## src/shared/pca_pkg.sv

```systemverilog
package pca_pkg;

  // ----------------------------------------------------------------
  // Agents on the ring: general masters 0..3, bridge last
  // ----------------------------------------------------------------
  localparam int unsigned   NUM_GEN     = 4;
  localparam int unsigned   NUM_AGENTS  = 5;
  localparam logic [2:0]    BRIDGE_IDX  = 3'h4;
  localparam logic [2:0]    NO_AGENT    = 3'h7;

  // ----------------------------------------------------------------
  // Timer width, and timing counts in PCI clocks; CPU_TURN counts grants
  // ----------------------------------------------------------------
  localparam int unsigned   TMR_W       = 8;
  localparam logic [7:0]    GNT_WAIT    = 8'h10;
  localparam logic [7:0]    MTT_DEF     = 8'h20;
  localparam logic [7:0]    MLT_DEF     = 8'h20;
  localparam logic [1:0]    CPU_TURN    = 2'h3;
  localparam int unsigned   CPU_PCI_DIV = 2;

  // ----------------------------------------------------------------
  // Parking values and reset values
  // ----------------------------------------------------------------
  localparam logic [31:0]   PARK_AD     = 32'h0000_0000;
  localparam logic [3:0]    PARK_CBE    = 4'h0;
  localparam logic          PARK_PAR    = 1'b0;
  localparam logic [3:0]    GNT_N_RST   = 4'hf;
  localparam logic [2:0]    TOP_RST     = 3'h0;

  typedef enum logic [1:0] {
    PCA_IDLE = 2'b00,
    PCA_GNT  = 2'b01,
    PCA_BUSY = 2'b10,
    PCA_CPU  = 2'b11
  } pca_state_e;

endpackage : pca_pkg

```

## src/logic/pca_arbiter.sv

```systemverilog
module pca_arbiter
  import pca_pkg::*;
#(
  parameter logic [TMR_W-1:0] MTT_PRESET = MTT_DEF,
  parameter logic [TMR_W-1:0] MLT_PRESET = MLT_DEF
) (
  input  wire logic        clk_i,
  input  wire logic        rst_n_i,
  input  wire logic [3:0]  pci_req_n_i,
  output logic      [3:0]  pci_gnt_n_o,
  input  wire logic        bridge_hold_request_n_i,
  output logic             bridge_hold_grant_n_o,
  input  wire logic        frame_n_i,
  input  wire logic        irdy_n_i,
  input  wire logic        lock_n_i,
  input  wire logic        pci_mem_access_i,
  output logic             cpu_grant_o,
  output logic      [31:0] ad_o,
  output logic             ad_oe_n_o,
  output logic      [3:0]  cbe_n_o,
  output logic             cbe_oe_n_o,
  output logic             par_o,
  output logic             par_oe_n_o
);

  // ----------------------------------------------------------------
  // State
  // ----------------------------------------------------------------
  pca_state_e  state_ff, nxt_state;
  logic [4:0]  gnt_ff, nxt_gnt;
  logic [2:0]  top_ff, nxt_top;
  logic [2:0]  last_ff, nxt_last;
  logic [1:0]  turn_ff, nxt_turn;
  logic        cpu_ff, nxt_cpu;
  logic        park_ff, nxt_park;

  // ----------------------------------------------------------------
  // Request decode
  // ----------------------------------------------------------------
  // bridge pair
  wire  [4:0] req_raw    = {~bridge_hold_request_n_i, ~pci_req_n_i};
  wire        others     = |req_raw[3:0];
  wire        mask_brg   = (last_ff == BRIDGE_IDX) && others;
  wire  [4:0] req_v      = {req_raw[4] & ~mask_brg, req_raw[3:0]};
  wire        bus_idle   = frame_n_i & irdy_n_i;
  wire        mtt_zero;
  wire        mlt_zero;
  wire        wait_zero;
  wire  [2:0] ring_top   = (!mtt_zero && last_ff != NO_AGENT) ? last_ff : top_ff;
  wire        cpu_hi     = (turn_ff == CPU_TURN);
  wire        cpu_take   = cpu_hi && !lock_n_i == 1'b0;
  wire        pci_start  = (state_ff == PCA_IDLE) && !cpu_take && |req_v;
  wire        cpu_start  = (state_ff == PCA_IDLE) && cpu_take;
  wire        gnt_any    = |gnt_ff;

  logic [2:0] winner;
  logic       found;
  always_comb begin
    logic [2:0] idx;
    idx    = '0;
    winner = NO_AGENT;
    found  = 1'b0;
    for (int i = 0; i < NUM_AGENTS; i++) begin
      idx = 3'((32'(ring_top) + i) % NUM_AGENTS);
      if (!found && req_v[idx]) begin
        winner = idx;
        found  = 1'b1;
      end
    end
  end

  // ----------------------------------------------------------------
  // Timers
  // ----------------------------------------------------------------
  // load on every PCI agent grant
  pca_down_timer #(.W(TMR_W)) u_mtt (
    .clk_i      (clk_i),
    .rst_n_i    (rst_n_i),
    .load_i     (pci_start),
    .load_val_i (MTT_PRESET),
    .zero_o     (mtt_zero)
  );

  pca_down_timer #(.W(TMR_W)) u_mlt (
    .clk_i      (clk_i),
    .rst_n_i    (rst_n_i),
    .load_i     (cpu_start),
    .load_val_i (MLT_PRESET),
    .zero_o     (mlt_zero)
  );

  // Loaded one short: the grant itself occupies the first clock
  pca_down_timer #(.W(TMR_W)) u_wait (
    .clk_i      (clk_i),
    .rst_n_i    (rst_n_i),
    .load_i     (pci_start),
    .load_val_i (TMR_W'(GNT_WAIT - 8'h01)),
    .zero_o     (wait_zero)
  );

  // ----------------------------------------------------------------
  // Next state
  // ----------------------------------------------------------------
  always_comb begin
    nxt_state = state_ff;
    nxt_gnt   = gnt_ff;
    nxt_top   = top_ff;
    nxt_last  = last_ff;
    nxt_turn  = turn_ff;
    case (state_ff)
      PCA_IDLE: begin
        if (cpu_take) begin
          nxt_state = PCA_CPU;
        end else if (found) begin
          nxt_gnt   = 5'(5'h01 << winner);
          nxt_state = PCA_GNT;
          nxt_last  = winner;
          nxt_top   = (winner == BRIDGE_IDX) ? 3'h0 : 3'(winner + 3'h1);
          if (winner != last_ff && !cpu_hi) begin
            nxt_turn = 2'(turn_ff + 2'h1);
          end
        end
      end
      PCA_GNT: begin
        if (!frame_n_i) begin
          nxt_gnt   = '0;
          nxt_state = PCA_BUSY;
        end else if (wait_zero) begin
          nxt_gnt   = '0;
          nxt_state = PCA_IDLE;
        end
      end
      PCA_BUSY: begin
        if (bus_idle) begin
          nxt_state = PCA_IDLE;
        end
      end
      PCA_CPU: begin
        if (mlt_zero) begin
          nxt_state = PCA_IDLE;
          nxt_turn  = '0;
        end
      end
      default: begin
        nxt_state = PCA_IDLE;
        nxt_gnt   = '0;
      end
    endcase
  end

  // CPU grant conditions; concurrent with peer traffic
  assign nxt_cpu  = (nxt_state == PCA_CPU) || (!pci_mem_access_i && lock_n_i);
  assign nxt_park = (nxt_state == PCA_IDLE) && (nxt_gnt == '0) && bus_idle;

  // ----------------------------------------------------------------
  // Registers
  // ----------------------------------------------------------------
  // asynchronous reset; counts on PCI clock
  always_ff @(posedge clk_i or negedge rst_n_i) begin
    if (!rst_n_i) begin
      state_ff <= PCA_IDLE;
      gnt_ff   <= '0;
      top_ff   <= TOP_RST;
      last_ff  <= NO_AGENT;
      turn_ff  <= '0;
      cpu_ff   <= 1'b0;
      park_ff  <= 1'b1;
    end else begin
      state_ff <= nxt_state;
      gnt_ff   <= nxt_gnt;
      top_ff   <= nxt_top;
      last_ff  <= nxt_last;
      turn_ff  <= nxt_turn;
      cpu_ff   <= nxt_cpu;
      park_ff  <= nxt_park;
    end
  end

  // ----------------------------------------------------------------
  // Outputs
  // ----------------------------------------------------------------
  assign pci_gnt_n_o           = ~gnt_ff[3:0];
  assign bridge_hold_grant_n_o = ~gnt_ff[4];
  assign cpu_grant_o           = cpu_ff;
  // zeros driven while parked, including reset
  assign ad_o       = PARK_AD;
  assign cbe_n_o    = PARK_CBE;
  assign par_o      = PARK_PAR;
  assign ad_oe_n_o  = ~park_ff;
  assign cbe_oe_n_o = ~park_ff;
  assign par_oe_n_o = ~park_ff;
endmodule : pca_arbiter

```

## src/logic/pca_down_timer.sv

```systemverilog
module pca_down_timer
  import pca_pkg::*;
#(
  parameter int unsigned W = TMR_W
) (
  input  wire logic         clk_i,
  input  wire logic         rst_n_i,
  input  wire logic         load_i,
  input  wire logic [W-1:0] load_val_i,
  output logic              zero_o
);

  logic [W-1:0] cnt_ff;
  logic [W-1:0] nxt_cnt;

  // Saturates at zero so an idle timer costs no toggling
  assign nxt_cnt = load_i ? load_val_i :
                   (cnt_ff != '0) ? W'(cnt_ff - 1'b1) : cnt_ff;
  assign zero_o  = (cnt_ff == '0);

  always_ff @(posedge clk_i or negedge rst_n_i) begin
    if (!rst_n_i) begin
      cnt_ff <= '0;
    end else begin
      cnt_ff <= nxt_cnt;
    end
  end

endmodule : pca_down_timer

```

## config.mk

```make
export PLATFORM = sky130hd
export DESIGN_NAME = pca_arbiter
export DESIGN_NICKNAME = d
export VERILOG_FILES = /design/src/shared/pca_pkg.sv /design/src/logic/pca_arbiter.sv /design/src/logic/pca_down_timer.sv
export SDC_FILE = /design/constraint.sdc
export NUM_CORES = 1
export LEC_CHECK = 0
export ABC_AREA = 1
export BUFFER_PORTS_ARGS = -buffer_cell sky130_fd_sc_hd__buf_2
export CAP_MARGIN = 20
export CORE_UTILIZATION = 45
export CTS_BUF_LIST = sky130_fd_sc_hd__clkbuf_2 sky130_fd_sc_hd__clkbuf_4 sky130_fd_sc_hd__clkbuf_8
export CTS_CLUSTER_SIZE = 10
export DETAILED_ROUTE_END_ITERATION = 10
export PLACE_DENSITY = 0.72
export SKIP_CTS_REPAIR_TIMING = 1
export SYNTH_ARGS = -nofsm -noshare
export SYNTH_HDL_FRONTEND = slang
export SYNTH_HIERARCHICAL = 1
export SYNTH_SLANG_ARGS = --single-unit
```

## constraint.sdc

```tcl
create_clock -name clk_i -period 6.8 [get_ports clk_i]
set_input_delay 0.34 -clock clk_i [delete_from_list [all_inputs] [get_ports clk_i]]
set_output_delay 0.34 -clock clk_i [all_outputs]
set_load 0.005 [all_outputs]
```

==> results of run 1 <==
## power by group
part / leakage (µW) / total [µW] / switching, µW / internal, µW
clock network: 0.0000447 / 159 / 84.4 / 75.1
logic: 0.00193 / 39.1 / 29.2 / 9.85
registers: 0.000468 / 244 / 0 / 244
## routing by layer
metal | global-route usage [%] | share of wire, % | vias to the layer above
met5 | 0 | 0 | -
met2 | 34.10 | 50 | 80
met4 | 7.118 | 1.8 | 0
li1 | - | - | 1998
met3 | 2.837 | 3.0 | 13
met1 | 24.36 | 46 | 1776
## cell type report
cell class	instances	area (µm²)	share of cell area, %
multi-input cells	524	2773	62.18
flip-flops and latches	41	1031	23.12
inverters	87	329.1	7.379
well taps	111	138.9	3.114
repair buffers	20	102.6	2.301
clock buffers	6	76.32	1.712
clock inverters	1	8.758	0.1964
## cells in the mapped netlist (2+ instances only)
cell type  number  area, µm²
buf_4          39      292.8
clkinv_1        3      11.26
nor2_2         15      93.84
nand2_1       170      638.1
nand4_1        11      68.82
o21ai_0        16      80.08
nand2_4         6      67.56
o21ai_2        10      87.58
nor2_1         56      210.2
o21ai_1        12      60.06
dfrtp_1        37      925.9
buf_2           3      15.01
or2_1           2      12.51
a21boi_1        3      22.52
nor2_8          3      60.06
a21oi_1         7      35.03
o22ai_1         2      12.51
nor2_4          2      22.52
conb_1          2      7.510
inv_1          71      266.5
or2_2           3      18.77
inv_2          12      45.04
nor3_1          7      35.03
nand3_1        65      325.3
nand2_2        23      143.9
xnor2_1         6      52.55
dfstp_2         4      105.1
o21a_1          2      15.01
ha_1           25      312.8
nand3b_1        3      22.52
nand3_4         2      35.03
nand3_2         4      40.04
## through the flow
step                      setup slack (ns)  util, %  power (µW)  std cells  area, µm²
after floorplan                      1.959        -       288.5        695       4452
after global placement               1.542    47.79       286.6        783       4374
after detailed placement             1.242    47.79       287.2        783       4374
after CTS                            1.207    48.72       448.7        790       4459
after global routing                0.5229    48.72       464.9        790       4459
final                                1.151    48.72       442.3        790       4459
## logic make-up after synthesis
group                      share of synthesized area (%)
adders and majority gates                          7.394
DFF                                                24.37
buffers and inverters                              15.32
other                                             0.1775
xor gates and xnor gates                           1.449
and+or+nand+nor                                    42.77
AOI/OAI and AO/OA                                  8.518
## worst min path at each step
stage / startpoint / endpoint / slack (ns) / cells after the start
after detailed placement: turn_ff[1]$_DFFE_PN0P_ / turn_ff[1]$_DFFE_PN0P_ / 0.48 / 2
after global placement: turn_ff[1]$_DFFE_PN0P_ / turn_ff[1]$_DFFE_PN0P_ / 0.47 / 2
final: rst_n_i / u_mlt/cnt_ff[1]$_DFFE_PN0P_ / 0.16 / 1
after CTS: pci_mem_access_i / cpu_grant_o$_DFF_PN0_ / 0.19 / 2
after global routing: pci_mem_access_i / cpu_grant_o$_DFF_PN0_ / 0.19 / 2
after floorplan: rst_n_i / cpu_grant_o$_DFF_PN0_ / 0.04 / 0
## flip-flops by register name (all words and copies together) (netlist names)
| name | cells |
|---|---|
| state_ff | 2 |
| top_ff | 3 |
| gnt_ff | 5 |
| u_mlt/cnt_ff | 8 |
| turn_ff | 2 |
| u_mtt/cnt_ff | 8 |
| last_ff | 3 |
| park_ff | 1 |
| u_wait/cnt_ff | 8 |
| cpu_grant_o | 1 |
==> reports/qor.csv, run 1 <==
stage,metric,value,unit
setup_path,start_kind,register,
clock_tree,numCtsBuffers,5,
setup_path,r2r_cells,37,
setup_path,worstPathArrival,5.88,ns
floorplan,dieHeight,98.96,µm
power_and_ir_drop,p_leak,0.002443,µW
global_routing,grt_max_degree,42,
global_routing,grt_pass1_vias,3611,
setup_path,critPathBufInv,6,
setup_path,cp_max_fo,12,
layout,n_fill_cell,917,
synthesis,ys_seq_area_share,24.37,%
routing,drc,0,
sta,hold_ws,0.1627,ns
setup_path,crit_cells,37,
run,max_cap_violations,0,
sta,max_freq,177.0,MHz
synthesis,synth_area,4230,µm²
routing,routedWlPerCell,11.10,µm
routing,dr.pass1.iters,5,
global_routing,antenna_found_initial,0,
setup_path,reg2reg_from,u_mtt/cnt_ff[0]$_DFFE_PN0P_,
setup_path,slowest_delay,0.39,ns
placement,place.gp.congestion,0.9033,
setup_path,path_class,register to register,
sta,slew_headroom,38.96,%
global_routing,grt_pass1_wl,15570,µm
synthesis,ys_types,42,
placement,portBuffers,19,
sta,tns,0,ns
setup_path,cp.required,7.03,ns
layout,diodes,0,
global_routing,grt_overflow_total,0,
synthesis,async_flop_share,100.0,%
setup_path,slowest_stage,dfrtp_1,
synthesis,synth_area_per_cell,6.651,µm²
sta,setup_viol,0,
setup_path,worstSetupEndpointType,register,
clock_tree,root_buffer,clkbuf_8,
power_and_ir_drop,p_per_area,99.18,nW/µm²
sta,min_period,5.649,ns
placement,hpwlAfterDp,7108,µm
routing,vias_per_cell,4.895,
synthesis,syn_inst,636,
clock_tree,clkLatencyLatePin,0.30,ns
synthesis,ys_seq_elements,41,
floorplan,die_x,98.96,µm
sta,report.final.slew_viol_count,0,
floorplan,std_cell_rows,35,
setup_path,cp_common_cell,nand2_1,
floorplan,io_pins,57,
layout,syn_to_final_growth,5.413,%
setup_path,r2r_slack,1.15,ns
status,outcome,"complete, no violations",
floorplan,fp.dieArea,9792,µm²
clock_tree,clk_path_buf_depth,2,
layout,layout.nets,715,
clock_tree,cts.clk_slew.worst_paths,0.08,ns
floorplan,start_util,46.22,%
routing,num_vias,3867,
setup_path,crit_start,u_mtt/cnt_ff[0]$_DFFE_PN0P_,
clock_tree,clock_sinks,41,
routing,drtAntennaViolNets,0,
synthesis,yosysWarnings,6,
clock_tree,cts_tree,done,
layout,final_common_cell,nand2_1,
sta,min_period_over_period,83.08,%
layout,final_cell_mix,"nand2_1 (170), inv_1 (71), nand3_1 (65), conb_1 (61), nor2_1 (56)",
floorplan,core-area,9153,µm²
clock_tree,htree_levels,2,
routing,drtIter0Drc,179,
layout,drive_gt1_share,16.64,%
setup_path,r2r_end,park_ff$_DFF_PN1_,
synthesis,synthFlopType,dfrtp_1,
global_routing,track_usage,19.51,%
sta,hold_violations,0,
sta,worst_pin_slew,0.9156,ns
routing,wl,8766,µm
sta,fin_skew,0.01772,ns
setup_path,worstSetupEndpoint,park_ff$_DFF_PN1_,
power_and_ir_drop,vdd_ir_drop_max,100.1,µV
synthesis,synth-edff-count,0,
sta,rsz0062_at_grt,no,
worst_hold_path,holdCritPathClass,input pin to asynchronous set/reset pin,
setup_path,critical-path-top-delay-family,simple AND/OR/NAND/NOR gates,
No activity file was read; power rests on OpenSTA's default activity.
==> inputs of run 2 (changes only) <==
--- a/config.mk
+++ b/config.mk
@@ -12,7 +12,7 @@
 export CTS_BUF_LIST = sky130_fd_sc_hd__clkbuf_2 sky130_fd_sc_hd__clkbuf_4 sky130_fd_sc_hd__clkbuf_8
 export CTS_CLUSTER_SIZE = 10
 export DETAILED_ROUTE_END_ITERATION = 10
-export PLACE_DENSITY = 0.72
+export PLACE_DENSITY = 0.74
 export SKIP_CTS_REPAIR_TIMING = 1
 export SYNTH_ARGS = -nofsm -noshare
 export SYNTH_HDL_FRONTEND = slang
==> constraint.sdc (replaced) <==
create_clock -name clk_i -period 4.7 [get_ports clk_i]
set_input_delay 0.235 -clock clk_i [delete_from_list [all_inputs] [get_ports clk_i]]
set_output_delay 0.235 -clock clk_i [all_outputs]
set_load 0.005 [all_outputs]
==> run 2 against run 1 <==
The run now ends with setup timing left. Global-route usage up 0.50 points. Core utilization rose by 6.1 points. Final cell count grew 4.6%. Sequential cell count unchanged. Critical path type unchanged. Largest power group unchanged.
==> reports/qor.csv, run 2 (synthesized netlist as in run 1, its figures left out) <==
stage,metric,value,unit,change
routing,num_vias,4176,,+8.0%
global_routing,grt.busiest_layer,met2,,
layout,drive_gt1_share,27.27,%,+11 points
global_routing,grt_pass1_vias,3646,,+0.97%
sta,fin_skew,0.008779,ns,-0.008937 ns
layout,final_cell_mix,"nand2_1 (157), inv_1 (65), conb_1 (61), nand3_1 (60), nor2_1 (50)",,
clock_tree,clk_path_buf_depth,2,,unchanged
layout,largestRegisters,"u_mlt/cnt_ff (8), u_mtt/cnt_ff (8), u_wait/cnt_ff (8)",,
placement,portBuffers,19,,unchanged
placement,place.gp.congestion,0.8752,,-3.1%
layout,diodes,0,,unchanged
setup_path,worstSetupEndpointType,register,,
clock_tree,root_buffer,clkbuf_8,,
status,violations,setup timing,,
sta,rsz0062_at_grt,yes,,
global_routing,grt_max_degree,42,,unchanged
sta,setup_viol,2,,+2
worst_hold_path,holdCritPathClass,input pin to asynchronous set/reset pin,,
global_routing,gr-usage-met1,24.70,%,+0.34 points
setup_path,cp_max_fo,5,,-7
status,outcome,"complete, but fails checks",,
floorplan,start_util,46.22,%,unchanged
layout,final_cell_count_no_fill,826,,+4.6%
sta,min_period_over_period,100.1,%,+17 points
global_routing,antenna_found_initial,0,,unchanged
floorplan,die_x,98.96,µm,unchanged
routing,dr.pass1.iters,5,,unchanged
sta,max_freq,212.6,MHz,+20%
routing,vias_per_cell,5.056,,+3.3%
sta,report.final.slew_viol_count,0,,unchanged
global_routing,grt_pass1_wl,15880,µm,+2.0%
global_routing,use_met3,3.050,%,+0.21 points
layout,layout.nets,750,,+4.9%
power_and_ir_drop,finalPower,665.7,µW,+51%
layout,syn_to_final_growth,18.63,%,
sta,min_period,4.704,ns,-0.9456 ns
clock_tree,htree_levels,2,,unchanged
global_routing,grt.met2_usage,35.50,%,+1.4 points
power_and_ir_drop,p_per_area,132.6,nW/µm²,+34%
routing,drc,0,,unchanged
routing,wl,10180,µm,+16%
setup_path,slowest_delay,0.40,ns,about the same
clock_tree,numCtsBuffers,5,,unchanged
setup_path,slowest_stage,dfrtp_1,,
clock_tree,clkLatencyLatePin,0.30,ns,about the same
sta,worst_pin_slew,0.9040,ns,-0.01160 ns
setup_path,cp_common_cell,nand2_4,,
floorplan,io_pins,57,,unchanged
power_and_ir_drop,vdd_ir_drop_max,125.4,µV,+25%
routing,drtAntennaViolNets,0,,unchanged
setup_path,start_kind,register,,
placement,place_inst,799,,+2.0%
sta,slew_headroom,39.74,%,+0.77 points
floorplan,fp.dieArea,9792,µm²,unchanged
clock_tree,cts_tree,done,,
setup_path,worstPathArrival,4.89,ns,-0.99 ns
run,max_cap_violations,0,,unchanged
floorplan,std_cell_rows,35,,unchanged
floorplan,dieHeight,98.96,µm,unchanged
sta,fin_ws,-0.003833,ns,-1.154 ns
setup_path,path_class,register to register,,
routing,routedWlPerCell,12.32,µm,+11%
clock_tree,cts.clk_slew.worst_paths,0.08,ns,about the same
power_and_ir_drop,p_leak,0.002677,µW,+9.6%
setup_path,cp.required,4.89,ns,-2.14 ns
routing,drtIter0Drc,226,,+26%
global_routing,grt_overflow_total,0,,unchanged
placement,hpwlAfterDp,7518,µm,+5.8%
layout,n_fill_cell,855,,-6.8%
sta,hold_violations,0,,unchanged
layout,final_common_cell,nand2_1,,
clock_tree,clock_sinks,41,,unchanged
floorplan,core-area,9153,µm²,unchanged
global_routing,track_usage,20.01,%,+0.50 points
run 2: cell count changes in the layout (fill, tap and decap cells not counted), sizes merged:
cell	delta
buf	+35
clkbuf	+1
clkinv	-1
clkinvlp	+1
run 2: routing by layer:
| layer | vias up | routed length [µm] |
|---|---|---|
| met5 | - | 0 |
| met1 | 1946 | 4216 |
| met4 | 0 | 238 |
| li1 | 2077 | - |
| met2 | 127 | 5196 |
| met3 | 26 | 525 |
run 2: path summary, 6_finish.rpt:
kind / from / to / cells past startpoint / slack [ns]
max in group asynchronous: rst_n_i / u_mtt/cnt_ff[6]$_DFFE_PN0P_ / 1 / 4.07
worst min-delay path: rst_n_i / u_mlt/cnt_ff[7]$_DFFE_PN0P_ / 1 / 0.05
min in group clk_i: pci_mem_access_i / cpu_grant_o$_DFF_PN0_ / 2 / 0.11
worst min register to register: turn_ff[1]$_DFFE_PN0P_ / turn_ff[1]$_DFFE_PN0P_ / 2 / 0.51
worst max-delay path: u_mtt/cnt_ff[1]$_DFFE_PN0P_ / top_ff[2]$_DFFE_PN0P_ / 36 / -0.004
worst max register to register: u_mtt/cnt_ff[1]$_DFFE_PN0P_ / top_ff[2]$_DFFE_PN0P_ / 36 / -0.004
run 2: final cells by class:
type	count	area [µm²]	area share, %
clock buffers	7	83.83	1.670
well taps	111	138.9	2.767
multi-input cells	524	3050	60.78
repair buffers	55	372.9	7.430
inverters	87	334.1	6.657
clock inverters	1	7.507	0.1496
flip-flops and latches	41	1031	20.54
run 2: metrics by stage:
stage | cell area (µm²) | worst slack (ns) | hold WS (ns) | util [%] | setup TNS, ns
detailed placement | 4522 | -0.1995 | 0.4193 | 49.41 | -0.4737
CTS | 4613 | -0.2739 | 0.09453 | 50.40 | -0.7495
finish | 5019 | -0.003833 | 0.04681 | 54.83 | -0.003952
global placement | 4522 | 0.06655 | 0.4170 | 49.41 | 0
global route | 5019 | -0.2353 | 0.1338 | 54.83 | -1.450
floorplan | 4479 | 0.0008455 | -0.06059 | - | 0
run 2: critical path, delay by kind of cell (launching register included):
family | cells | cell delay, ns
compound gates | 1 | 0.16
fa+ha+maj | 7 | 1.40
flops | 1 | 0.40
buf+inv | 6 | 0.36
simple gates | 21 | 2.06
xor+xnor | 1 | 0.20
run 2: power breakdown:
part / switching (µW) / internal, µW / leakage, µW
logic: 49.1 / 20.3 / 0.00216
registers: 0 / 353 / 0.000468
clock network: 127 / 117 / 0.0000453
total: 176 / 490 / 0.00268
